<file path="config.mk">
export PLATFORM = sky130hd
export DESIGN_NAME = asc_adc_ctrl
export DESIGN_NICKNAME = d
export VERILOG_FILES = /design/src/logic/asc_pkg.sv /design/src/logic/asc_adc_ctrl.sv
export SDC_FILE = /design/constraint.sdc
export NUM_CORES = 1
export LEC_CHECK = 0
export ABC_AREA = 0
export BUFFER_PORTS_ARGS = -buffer_cell sky130_fd_sc_hd__buf_2
export CAP_MARGIN = 0
export CORE_ASPECT_RATIO = 2
export CORE_MARGIN = 2
export CORE_UTILIZATION = 40
export CTS_CLUSTER_DIAMETER = 150
export DETAILED_ROUTE_END_ITERATION = 10
export SETUP_SLACK_MARGIN = 0.02
export SYNTH_ARGS = -nofsm -noshare
export SYNTH_HDL_FRONTEND = slang
export SYNTH_SLANG_ARGS = --single-unit
</file>
<file path="constraint.sdc">
create_clock -name clk_in -period 3.6 [get_ports clk_in]
set_clock_uncertainty 0.05 [all_clocks]
set_input_delay 0.72 -clock clk_in [delete_from_list [all_inputs] [get_ports clk_in]]
set_output_delay 0.72 -clock clk_in [all_outputs]
set_load 0.02 [all_outputs]
</file>
<file path="src/logic/asc_pkg.sv">
// shared constants and types for the converter sequencing control
package asc_pkg;
    // register word indices; byte address is four times the index
    localparam logic [7:0] ASC_IDX_CLKDIV = 8'hf2;
    localparam logic [7:0] ASC_IDX_CTRL   = 8'hf3;
    localparam logic [7:0] ASC_IDX_LOW    = 8'hf4;
    localparam logic [7:0] ASC_IDX_HIGH   = 8'hf5;
    localparam logic [7:0] ASC_IDX_PINMAP = 8'hf6;
    localparam logic [7:0] ASC_IDX_IRQEN  = 8'hf7;
    localparam logic [7:0] ASC_IDX_STATUS = 8'hf8;
    localparam logic [7:0] ASC_IDX_MASK   = 8'hf9;

    // control and interrupt enable register fields
    localparam int CTL_QUIET = 6;
    localparam int CTL_POWER = 5;
    localparam int CTL_FLAG  = 4;
    localparam int CTL_GO    = 3;
    localparam int SEL_W     = 3;
    localparam int IRQEN_BIT = 1;

    // sticky event status fields
    localparam int ST_DONE    = 0;
    localparam int ST_REFUSED = 1;
    localparam int ST_W       = 2;

    localparam int RES_W     = 10;
    localparam int DIV_W     = 5;
    localparam int CNT_W     = 6;
    localparam int BIT_W     = 4;
    localparam int CONV_TICKS = 11;

    // divider: period is twice the divisor, or 64 clocks when zero
    localparam logic [CNT_W-1:0] ZERO_DIV_LAST = 6'h3f;
    localparam logic [7:0]       REG_RST       = 8'h00;
    localparam logic [RES_W-1:0] RES_RST       = 10'h000;

    typedef enum logic [1:0] {ASC_IDLE, ASC_SAMPLE, ASC_CONVERT} asc_state_t;
endpackage

</file>
<file path="src/logic/asc_adc_ctrl.sv">
// converter sequencing control with wishbone register slave
// Operation
// - go bit write starts one conversion
// - go bit reads one while busy
// - ready flag set on result, software clears
// - converter interrupt request is flag and enable
// - select field picks analog input zero-seven
// - eleven periods: sample then ten bits
// - code saturates at full scale or zero
// - converter clock divides by twice divisor
// - power bit low puts converter standby
// - quiet mode halts cpu during conversion
// - pin map bit makes pin analog
// - start on digital pin is refused and sets refused status
// - conversion end or standby abort releases halted cpu
//
// Decided for this implementation: register access over Wishbone.
module asc_adc_ctrl
    import asc_pkg::*;
#(
    parameter int ADR_W = 10
) (
    input  wire logic             clk_in,
    input  wire logic             rst_n_in,
    input  wire logic             wb_cyc_in,
    input  wire logic             wb_stb_in,
    input  wire logic             wb_we_in,
    input  wire logic [ADR_W-1:0] wb_adr_in,
    input  wire logic [3:0]       wb_sel_in,
    input  wire logic [31:0]      wb_dat_in,
    output logic      [31:0]      wb_dat_out,
    output logic                  wb_ack_out,
    input  wire logic             comparator_in,
    output logic      [SEL_W-1:0] mux_select_out,
    output logic                  sample_hold_out,
    output logic      [RES_W-1:0] dac_code_out,
    output logic                  converter_power_on_out,
    output logic      [7:0]       analog_pin_map_out,
    output logic                  cpu_halt_out,
    output logic                  converter_irq_out,
    output logic                  irq_out
);
    function automatic logic [CNT_W-1:0] period_last(input logic [DIV_W-1:0] div);
        if (div == '0) begin
            return ZERO_DIV_LAST;
        end
        return CNT_W'({div, 1'b0} - 6'd1);
    endfunction

    asc_state_t       state_q, state_d;
    logic             ack_q, ack_d;
    logic [31:0]      dat_q, dat_d;
    logic [DIV_W-1:0] div_q, div_d;
    logic             quiet_q, quiet_d, power_q, power_d;
    logic             flag_q, flag_d, go_q, go_d;
    logic [SEL_W-1:0] sel_q, sel_d, chan_q, chan_d;
    logic [7:0]       pinmap_q, pinmap_d;
    logic             irqen_q, irqen_d;
    logic [ST_W-1:0]  status_q, status_d, mask_q, mask_d;
    logic [RES_W-1:0] result_q, result_d, trial_q, trial_d;
    logic [BIT_W-1:0] bit_q, bit_d;
    logic [CNT_W-1:0] cnt_q, cnt_d;
    logic             sh_q, sh_d, halt_q, halt_d;
    logic             cirq_q, cirq_d, irq_q, irq_d;
    logic             comp_meta_q, comp_sync_q;

    logic             acc, wr, wr_ctrl, start, tick, busy, done;
    logic [7:0]       idx, wbyte;

    assign acc     = wb_cyc_in && wb_stb_in && !ack_q;
    assign wr      = acc && wb_we_in && wb_sel_in[0];
    assign idx     = wb_adr_in[9:2];
    assign wbyte   = wb_dat_in[7:0];
    assign wr_ctrl = wr && idx == ASC_IDX_CTRL;
    assign busy    = state_q != ASC_IDLE;
    // a start needs power and an analog pin; a running one is never restarted
    assign start   = wr_ctrl && wbyte[CTL_GO] && !go_q && wbyte[CTL_POWER]
                     && pinmap_q[wbyte[SEL_W-1:0]];
    assign tick    = busy && cnt_q == period_last(div_q);
    assign done    = state_q == ASC_CONVERT && tick && bit_q == '0 && power_q;

    always_comb begin
        logic [RES_W-1:0] t;
        t        = trial_q;
        state_d  = state_q;
        div_d    = div_q;
        quiet_d  = quiet_q;
        power_d  = power_q;
        flag_d   = flag_q;
        go_d     = go_q;
        sel_d    = sel_q;
        chan_d   = chan_q;
        pinmap_d = pinmap_q;
        irqen_d  = irqen_q;
        status_d = status_q;
        mask_d   = mask_q;
        result_d = result_q;
        trial_d  = trial_q;
        bit_d    = bit_q;
        sh_d     = sh_q;
        halt_d   = halt_q;
        ack_d    = acc;
        dat_d    = '0;
        // divider restarts with each conversion so the first period is whole
        cnt_d    = (start || tick || !busy) ? '0 : CNT_W'(cnt_q + 6'd1);

        if (acc && !wb_we_in) begin
            unique case (idx)
                ASC_IDX_CLKDIV: dat_d[DIV_W-1:0] = div_q;
                ASC_IDX_CTRL:   dat_d[7:0] = {1'b0, quiet_q, power_q, flag_q, go_q, sel_q};
                ASC_IDX_LOW:    dat_d[1:0] = result_q[1:0];
                ASC_IDX_HIGH:   dat_d[7:0] = result_q[RES_W-1:2];
                ASC_IDX_PINMAP: dat_d[7:0] = pinmap_q;
                ASC_IDX_IRQEN:  dat_d[IRQEN_BIT] = irqen_q;
                ASC_IDX_STATUS: dat_d[ST_W-1:0] = status_q;
                ASC_IDX_MASK:   dat_d[ST_W-1:0] = mask_q;
                default:        dat_d = '0;
            endcase
        end

        if (wr) begin
            unique case (idx)
                ASC_IDX_CLKDIV: div_d = wbyte[DIV_W-1:0];
                ASC_IDX_CTRL: begin
                    quiet_d = wbyte[CTL_QUIET];
                    power_d = wbyte[CTL_POWER];
                    sel_d   = wbyte[SEL_W-1:0];
                    if (!wbyte[CTL_FLAG]) begin
                        flag_d = 1'b0;
                    end
                    if (wbyte[CTL_GO] && !start) begin
                        status_d[ST_REFUSED] = 1'b1;
                    end
                end
                ASC_IDX_PINMAP: pinmap_d = wbyte;
                ASC_IDX_IRQEN:  irqen_d = wbyte[IRQEN_BIT];
                ASC_IDX_STATUS: status_d = status_d & ~wbyte[ST_W-1:0];
                ASC_IDX_MASK:   mask_d = wbyte[ST_W-1:0];
                default: ;
            endcase
        end

        unique case (state_q)
            ASC_IDLE: begin
                if (start) begin
                    state_d = ASC_SAMPLE;
                    go_d    = 1'b1;
                    chan_d  = wbyte[SEL_W-1:0];
                    halt_d  = wbyte[CTL_QUIET];
                    sh_d    = 1'b1;
                    trial_d = '0;
                end
            end
            ASC_SAMPLE: begin
                if (tick) begin
                    state_d = ASC_CONVERT;
                    sh_d    = 1'b0;
                    bit_d   = BIT_W'(RES_W - 1);
                    trial_d = '0;
                    trial_d[RES_W-1] = 1'b1;
                end
            end
            ASC_CONVERT: begin
                if (tick) begin
                    // comparator high keeps the trial bit, low drops it
                    if (!comp_sync_q) begin
                        t[bit_q] = 1'b0;
                    end
                    if (bit_q == '0) begin
                        state_d  = ASC_IDLE;
                        result_d = t;
                        go_d     = 1'b0;
                        halt_d   = 1'b0;
                        trial_d  = t;
                    end else begin
                        t[BIT_W'(bit_q - 4'd1)] = 1'b1;
                        trial_d = t;
                        bit_d   = BIT_W'(bit_q - 4'd1);
                    end
                end
            end
        endcase

        // standby aborts a conversion in progress without a result
        if (busy && !power_q) begin
            state_d = ASC_IDLE;
            go_d    = 1'b0;
            halt_d  = 1'b0;
            sh_d    = 1'b0;
        end
        // hardware set wins over a clear in the same cycle
        if (done) begin
            flag_d = 1'b1;
            status_d[ST_DONE] = 1'b1;
        end
        cirq_d = flag_d && irqen_d;
        irq_d  = |(status_d & mask_d);
    end

    always_ff @(posedge clk_in) begin
        comp_meta_q <= comparator_in;
        comp_sync_q <= comp_meta_q;
        if (!rst_n_in) begin
            state_q  <= ASC_IDLE;
            ack_q    <= 1'b0;
            dat_q    <= '0;
            div_q    <= '0;
            quiet_q  <= 1'b0;
            power_q  <= 1'b0;
            flag_q   <= 1'b0;
            go_q     <= 1'b0;
            sel_q    <= '0;
            chan_q   <= '0;
            pinmap_q <= REG_RST;
            irqen_q  <= 1'b0;
            status_q <= '0;
            mask_q   <= '0;
            result_q <= RES_RST;
            trial_q  <= RES_RST;
            bit_q    <= '0;
            cnt_q    <= '0;
            sh_q     <= 1'b0;
            halt_q   <= 1'b0;
            cirq_q   <= 1'b0;
            irq_q    <= 1'b0;
        end else begin
            state_q  <= state_d;
            ack_q    <= ack_d;
            dat_q    <= dat_d;
            div_q    <= div_d;
            quiet_q  <= quiet_d;
            power_q  <= power_d;
            flag_q   <= flag_d;
            go_q     <= go_d;
            sel_q    <= sel_d;
            chan_q   <= chan_d;
            pinmap_q <= pinmap_d;
            irqen_q  <= irqen_d;
            status_q <= status_d;
            mask_q   <= mask_d;
            result_q <= result_d;
            trial_q  <= trial_d;
            bit_q    <= bit_d;
            cnt_q    <= cnt_d;
            sh_q     <= sh_d;
            halt_q   <= halt_d;
            cirq_q   <= cirq_d;
            irq_q    <= irq_d;
        end
    end

    assign wb_dat_out             = dat_q;
    assign wb_ack_out             = ack_q;
    assign mux_select_out         = chan_q;
    assign sample_hold_out        = sh_q;
    assign dac_code_out           = trial_q;
    assign converter_power_on_out = power_q;
    assign analog_pin_map_out     = pinmap_q;
    assign cpu_halt_out           = halt_q;
    assign converter_irq_out      = cirq_q;
    assign irq_out                = irq_q;

    // ticks in this conversion, and clocks since the last tick or start
    logic [BIT_W-1:0] ticks_q;
    logic [CNT_W:0]   gap_q;
    always_ff @(posedge clk_in) begin
        if (!rst_n_in || start) begin
            ticks_q <= '0;
        end else if (tick) begin
            ticks_q <= BIT_W'(ticks_q + 4'd1);
        end
        gap_q <= (!rst_n_in || start || tick) ? '0 : (CNT_W+1)'(gap_q + 7'd1);
    end
endmodule

</file>
# After elaboration in Yosys (flattened, before gate mapping)
# Index checks and enable logic that the tools add are counted.
# totals
input_bits,52
word_cells,155
ff_bits,99
output_inout_bits,59
# classes
n_addsub,3
n_reduce_logical,48
n_eq_ne,16
mux,51
magnitude_cmp,5
bitwise_logic,7
# ops
op,count
$mux W10,7
$eq A8 B8 Y1 const B,8
$pmux W10 S3,1
$logic_and A1 B1 Y1,19
$mux W1,18
$mux W2,7
$mux W4,3
$mux W6,2
$pmux W3 S4,1
$reduce_and A4 Y1,3
$and A10 B10 Y10,1
$lt A4 B5 Y1 const B,2
$not A10 Y10,1
$or A10 B10 Y10,1
$reduce_and A2 Y1,5
$pmux W3 S3,1
$reduce_and A3 Y1,3
$demux W1 S4,2
$ge A4 B1 Y1 const B,2
$ne A2 B2 Y1 const B,4
$pmux W1 S2,4
$pmux W1 S8,1
$pmux W4 S2,1
$reduce_bool A2 Y1,4
other kinds (20),29

# Depth between registers and ports, before layout
# Gate-level depths: netlist (run 1).
# depth
word_depth,17
depth_mapped,9
depth_no_buf,8

# Least setup slack after synthesis (run 1)
# OpenSTA, ideal clock, no wires.
# synth_timing
kind,input -> register
from,in wb_adr_in[4]
to,reg trial_q[5] (netlist: dac_code_out[5])
stages,7
required_time_ns,3.416
n_path_buf,2
setup_slack_ns,0.891
arrival_time_ns,2.524
cell_sequence,buf_2 -> or4_4 -> nor4_4 -> nor2b_2 -> clkbuf_1 -> o311ai_0 -> o31ai_1
# synth_via
elab_chain_len,8
# synth_rtl
item,line_no,source
"start, declared",asc_adc_ctrl.sv:28,"input wire logic [ADR_W-1:0] wb_adr_in,"
$eq A8 B8 Y1,asc_adc_ctrl.sv:74,assign wr_ctrl = wr && idx == ASC_IDX_CTRL;
$logic_and A1 B1 Y1,asc_adc_ctrl.sv:74,
$logic_and A1 B1 Y1 (3 in a row),asc_adc_ctrl.sv:77,assign start = wr_ctrl && wbyte[CTL_GO] && !go_q && wbyte[CTL_POWER]
$logic_and A1 B1 Y1,asc_adc_ctrl.sv:78,&& pinmap_q[wbyte[SEL_W-1:0]];
$ne A2 B2 Y1 (no line),n/a,
$reduce_and A3 Y1 (no line),n/a,
"end signal, assigned",asc_adc_ctrl.sv:242,trial_q <= trial_d;
"end, declared",asc_adc_ctrl.sv:60,"logic [RES_W-1:0] result_q, result_d, trial_q, trial_d;"
# Every way passes these cells.
# A chain may end at the register's enable or synchronous reset.

# Worst setup path after layout (run 1)
# layout_timing
from,reg div_q[0]
to,reg trial_q[8] (netlist: dac_code_out[8])
# layout_via
elab_chain_len,7
# layout_rtl
item,line_no,source
"start, declared",asc_adc_ctrl.sv:53,"logic [DIV_W-1:0] div_q, div_d;"
"start signal, assigned",asc_adc_ctrl.sv:230,div_q <= div_d;
"parallel branches: the longest is 2 deep, another holds $sub A6 B1 Y6",n/a,
$mux W6 *,asc_adc_ctrl.sv:47,"return CNT_W'({div, 1'b0} - 6'd1);"
$eq A6 B6 Y1 *,asc_adc_ctrl.sv:79,assign tick = busy && cnt_q == period_last(div_q);
$logic_and A1 B1 Y1 *,asc_adc_ctrl.sv:79,
$ne A2 B2 Y1 (no line),n/a,
$reduce_and A3 Y1 (no line) *,n/a,
# Every way passes the cells marked *.

==> results by group, run 1 <==
Timing
  • Setup violators final: 0
  • Final hold violations: 0
  • Slew HR: 0.458
  • Max-slew violations: 0
  • RSZ-0062 raised after global routing: no
  • Final setup TNS: 0 ns
  • Worst Tran Pin Value: 0.807 ns
  • Achievable clock frequency: 334 MHz
  • Tmin final: 3.00 ns
  • Fin crit share: 0.833

Drt
  • Final antenna-violating net count: 0
  • Total wire length: 10700 µm
  • Iteration count of the initial detailed-routing pass: 5
  • Vias post-DR: 3631
  • Via/cell ratio: 5.44
  • Avg WL per Cell: ~16 µm
  • Drt drc: 0
  • Iter 0 DRT Violations: 345

CTS
  • CTS tree: done
  • # clock sinks: 75
  • Root Driver: clkbuf_16
  • Clock transition at path regs: approximately 0.060 ns
  • CTS Hold Bufs: 0
  • # Post-CTS Setup Buffers: 0
  • TritonCTS buffer count: 9
  • Post-cts sizing count: 0
  • H-Tree Level Count: 3
  • Clock buffer depth: 2
  • Clk Latency, worst-skew pair: 0.35 ns

Logic synthesis
  • Most used DFF post-synth: dfxtp_1
  • Seq cells post-synth: 75
  • EDFF count, synth: 0
  • Synth unique cells: 64
  • Mapped Area: 4040 µm²
  • Mapped Avg Cell Area: between 8 and 9 µm²
  • Synth warn: 0
  • Area contributors post-synth: dfxtp_1, mux2i_1, buf_4
  • Synth top area share: 0.371
  • Post-synth top area cell: dfxtp_1
  • FFs w/ async S/R, synth: 0
  • Sequential area share after synthesis: 0.371
  • Synthesized instance count: 482

Floorplan
  • Io pins: 111
  • Die width: 75.1 µm
  • Total die area: 11000 µm²
  • Die height: 146 µm
  • Starting Density: 0.406
  • Core Box Area: 9950 µm²
  • Row cnt: 52

Critical path
  • CP Cell Sequence: inv_1 -> ha_1 -> a221oi_1 -> nor3_2 -> o41a_1 -> or4_1 -> a21oi_1
  • Critical Path Max Stage Delay: roughly 0.64 ns
  • Setup crit end kind: register
  • Top delay family on crit path: compound AO/OA/AOI/OAI gates
  • Worst endpoint data arrival time: 3.22 ns
  • Crit Reg-Reg Startpoint: div_q[0]$_SDFFE_PN0P_
  • Slowest CP cell: o41a_1
  • Req. time, crit path: 3.82 ns
  • CP Class: reg2reg
  • CP Max Fanout: 13
  • Buf/Inv on CP: 1
  • Critical Path Source: div_q[0]$_SDFFE_PN0P_
  • Worst Setup Start Kind: register

Global route
  • Gr usage total: 0.205
  • Largest net degree at the start of global routing: approximately 50
  • Gr ovfl total: 0
  • Vias in the first global route: 3432
  • Global-route wire length before repair: around 17000 µm
  • Initial antenna violation count: 0

Final layout
  • Area of the multi-input gates: approximately 2300 µm²
  • Diodes inserted: 0
  • Area growth, synth to finish: 15.6%
  • Share of cells above drive strength 1: 0.180
  • Filler Cell Count: a little over 1000
  • Register area: between 1500 and 2000 µm²
  • Final nets: 590

Status
  • Status: finished clean

Pwr
  • Maximum vdd drop: approximately 0.25 mV
  • Power Total: 1.89 mW
  • Pwr per Cell Area: ~400 nW/µm²
  • P_leak: ~1.8 nW

Min path
  • Worst hold path class: reg2reg
  • Hold_sp: comp_meta_q$_DFF_P_

Placement
  • Post-DP HPWL: 7680 µm
  • GPL Wtd Cong: 0.970
  • I/O Buffers: 57

Job
  • Max Cap Viol: 0
==> metrics by stage <==
step	hold slack, ns	std cells	cell area (µm²)	worst slack (ns)	utilization
after detailed placement	0.265	652	4360	0.350	0.438
after global routing	0.282	667	4670	0.328	0.469
after CTS	0.278	667	4670	0.558	0.469
final	0.276	667	4670	0.602	0.469
after floorplan	0.260	505	4130	0.891	-
after global placement	0.261	652	4360	0.341	0.438
==> power breakdown <==
group,internal [mW],switching [mW]
Sequential,0.832,0.00116
Clock,0.619,0.354
Combinational,0.0206,0.0681
==> flip-flops by register name (all words and copies together) (netlist names), 2 cells and up <==
| signal | cells |
|---|---|
| state_q | 2 |
| dac_code_out | 10 |
| result_q | 10 |
| bit_q | 4 |
| mask_q | 2 |
| div_q | 5 |
| cnt_q | 6 |
| wb_dat_out | 8 |
| status_q | 2 |
| sel_q | 3 |
| analog_pin_map_out | 8 |
| mux_select_out | 3 |
==> layout by cell type (no fill, tap or decap), drive strengths merged, types with 5 or more instances in the layout <==
cell type and n:
xnor2 8, o311ai 7, a22oi 5, nand2 37, o21ai 10, xor2 5, buf 64, ha 10
clkbuf 10, nor2b 5, and2 5, nand2b 14, dfxtp 75, a222oi 6, conb 24, inv 22
o31ai 6, nor2 47, a31oi 10, a21oi 37, nand3 27, mux2i 22, nor3 9
==> Yosys cell counts (4+ instances only) <==
library cell and count:
xnor2_1 8, o21a_1 4, a31oi_1 10, ha_1 10, a22oi_1 5, o21ai_0 9
nor3_1 8, a21oi_1 37, nand2_1 37, a222oi_1 6, clkbuf_1 24, inv_1 22
o31ai_1 6, dfxtp_1 75, nor2b_1 4, buf_4 25, o311ai_1 4, nand3_1 27
xor2_1 5, nand2b_1 14, mux2i_1 22, nor2_1 47, and2_1 5
==> kinds of logic (layout without fill, tap and decap cells) <==
group | after synthesis | in the layout | share of synthesized area
and+or+nand+nor | 176 | 176 | 0.229
adders and majority gates | 10 | 10 | 0.0310
AOI/OAI and AO/OA | 109 | 109 | 0.187
muxes | 24 | 24 | 0.0600
other | 1 | 24 | 0.000928
xor gates and xnor gates | 13 | 13 | 0.0282
DFF | 75 | 75 | 0.371
buffers and inverters | 74 | 101 | 0.0929
==> final timing paths <==
check / to / depth (start not counted) / slack, ns
setup / recovery: dac_code_out[8]$_SDFFE_PN0P_ / 7 / 0.60
setup reg to reg: dac_code_out[8]$_SDFFE_PN0P_ / 7 / 0.60
hold reg to reg: comp_sync_q$_DFF_P_ / 0 / 0.28
hold / removal: comp_sync_q$_DFF_P_ / 0 / 0.28
==> layer usage <==
metal  global-route usage  wire (µm)
met5                    0          0
met4               0.0884        242
met3               0.0352        638
met2                0.331       5300
met1                0.260       4540
==> final cells by class <==
| class | count | share of cell area |
|---|---|---|
| Inverter | 22 | 0.0177 |
| Sequential cell | 75 | 0.321 |
| Tap cell | 135 | 0.0362 |
| Timing Repair Buffer | 64 | 0.0723 |
| Clock inverter | 5 | 0.0166 |
| Multi-Input combinational cell | 356 | 0.485 |
| Clock buffer | 10 | 0.0512 |
No activity file was read; power rests on OpenSTA's default activity.
==> inputs of run 2 (changes only) <==
==> constraint.sdc (replaced) <==
create_clock -name clk_in -period 3 [get_ports clk_in]
set_clock_uncertainty 0.05 [all_clocks]
set_input_delay 0.6 -clock clk_in [delete_from_list [all_inputs] [get_ports clk_in]]
set_output_delay 0.6 -clock clk_in [all_outputs]
set_load 0.02 [all_outputs]
==> run 2 against run 1 <==
  * Maximum frequency is 11% higher
  * Highest routed layer unchanged
  * Cell area is 2.5% higher
  * Clock power up 21%
==> results by group, run 2 (same netlist as run 1, synthesis figures left out) <==
Final layout
  • Register area: 1500 µm²
  • Share of cells above drive strength 1: 0.203
  • Commonest cells after routing, fill and taps aside: dfxtp_1, buf_2, nor2_1, nand2_1, a21oi_1
  • Fin util: 0.481
  • Area growth, synth to finish: 18.4%
  • Final nets: between 600 and 700
  • Diodes inserted: 0
  • Filler Cell Count: roughly 1000
  • Area of the multi-input gates: approximately 2300 µm²
  • Most common cell after layout, fill and taps aside: dfxtp_1

Status
  • Status: finished clean

Drt
  • Via/cell ratio: between 5 and 6
  • Drt drc: 0
  • Total wire length: 10700 µm
  • Iteration count of the initial detailed-routing pass: 5
  • Iter 0 DRT Violations: 348
  • Avg WL per Cell: 15.7 µm
  • Final antenna-violating net count: 0
  • Vias post-DR: about 3700

Pwr
  • Sequential group share of total power: 0.436
  • Total net switching power: 0.496 mW
  • Combinational power share: 0.049
  • P_leak: 1.84 nW
  • Clk pwr share: 0.515
  • Pint: 1.80 mW
  • Sw Ratio: 0.217
  • Pwr per Cell Area: 479 nW/µm²
  • Maximum vdd drop: 0.415 mV

Global route
  • Vias in the first global route: 3403
  • Initial antenna violation count: 0
  • Gr ovfl total: 0
  • Gr usage total: 0.202
  • Global-route wire length before repair: 17000 µm
  • Largest net degree at the start of global routing: 49

Floorplan
  • Total die area: 11000 µm²
  • Row cnt: 52
  • Die width: between 70 and 80 µm
  • Io pins: around 110
  • Core Box Area: 9950 µm²
  • Starting Density: 0.406
  • Die height: 146 µm

CTS
  • # clock sinks: 75
  • H-Tree Level Count: 3
  • # Post-CTS Setup Buffers: 0
  • CTS Hold Bufs: 0
  • Clock buffer depth: 2
  • Post-cts sizing count: 0
  • Clock transition at path regs: 0.06 ns
  • Root Driver: clkbuf_16
  • Clk Latency, worst-skew pair: 0.34 ns
  • CTS tree: done
  • TritonCTS buffer count: 9

Timing
  • Achievable clock frequency: 372 MHz
  • Worst Tran Pin Value: 0.823 ns
  • Slew HR: 0.447
  • RSZ-0062 raised after global routing: no
  • Max-slew violations: 0
  • Fin crit share: 0.897
  • Final hold violations: 0
  • Setup ws final: between 0.3 and 0.4 ns
  • Final setup TNS: 0 ns
  • Tmin final: 2.69 ns
  • Setup violators final: 0

Critical path
  • Worst endpoint data arrival time: 2.85 ns
  • Setup crit end kind: register
  • CP Max Fanout: 8
  • Req. time, crit path: 3.16 ns
  • Worst Setup Start Kind: register
  • CP Class: reg2reg

Min path
  • Worst hold path class: reg2reg

Placement
  • GPL Wtd Cong: around 0.97
  • Pre-CTS setup slack: 0.233 ns
  • Post-DP HPWL: 7830 µm
  • I/O Buffers: 57

Job
  • Max Cap Viol: 0
[run 2: layout make-up]
type	instances	share of cell area
Inverter	22	0.0173
Multi-Input combinational cell	356	0.474
Clock inverter	5	0.0157
Timing Repair Buffer	77	0.0910
Clock buffer	11	0.0528
Sequential cell	75	0.314
Tap cell	135	0.0353
[run 2: power groups by stage]
| stage | logic, mW | registers (mW) | clock network, mW |
|---|---|---|---|
| 2_1_floorplan | 0.0959 | 1.02 | 0 |
| 3_3_place_gp | 0.110 | 1.02 | 0 |
| 3_5_place_dp | 0.110 | 1.02 | 0 |
| 4_1_cts | 0.110 | 0.999 | 1.21 |
| 5_1_grt | 0.121 | 0.999 | 1.25 |
| 6_report | 0.112 | 1.00 | 1.18 |
[run 2: stage by stage]
stage | hold WS, ns | power [mW] | cells | instance area, µm²
floorplan | 0.260 | 1.12 | 505 | 4130
global placement | 0.262 | 1.13 | 665 | 4450
detailed placement | 0.264 | 1.13 | 665 | 4450
CTS | 0.278 | 2.31 | 681 | 4780
global route | 0.281 | 2.37 | 681 | 4790
finish | 0.275 | 2.29 | 681 | 4790
[run 2: critical path, cell delays in order, from the launching register on]
cell and delay (ns):
dfxtp_1 0.41, inv_1 0.10, ha_1 0.34, and4bb_2 0.23, a31oi_1 0.04, o21a_1 0.25
o41a_1 0.51, buf_4 0.21, o311ai_0 0.32, o31ai_1 0.12
[run 2: layer usage]
metal,share of wire,track usage,routed length [µm],vias up
met2,0.48,0.305,5080,141
li1,-,-,-,1807
met3,0.058,0.0497,621,29
met1,0.42,0.263,4540,1691
met4,0.041,0.0982,443,0
met5,0,0,0,-
[run 2: final timing paths]
kind | start | end | slack (ns) | cells past startpoint
setup / recovery | div_q[1]$_SDFFE_PN0P_ | state_q[0]$_SDFFE_PP0P_ | 0.31 | 9
hold / removal | comp_meta_q$_DFF_P_ | comp_sync_q$_DFF_P_ | 0.28 | 0
setup reg to reg | div_q[1]$_SDFFE_PN0P_ | state_q[0]$_SDFFE_PP0P_ | 0.31 | 9
hold reg to reg | comp_meta_q$_DFF_P_ | comp_sync_q$_DFF_P_ | 0.28 | 0
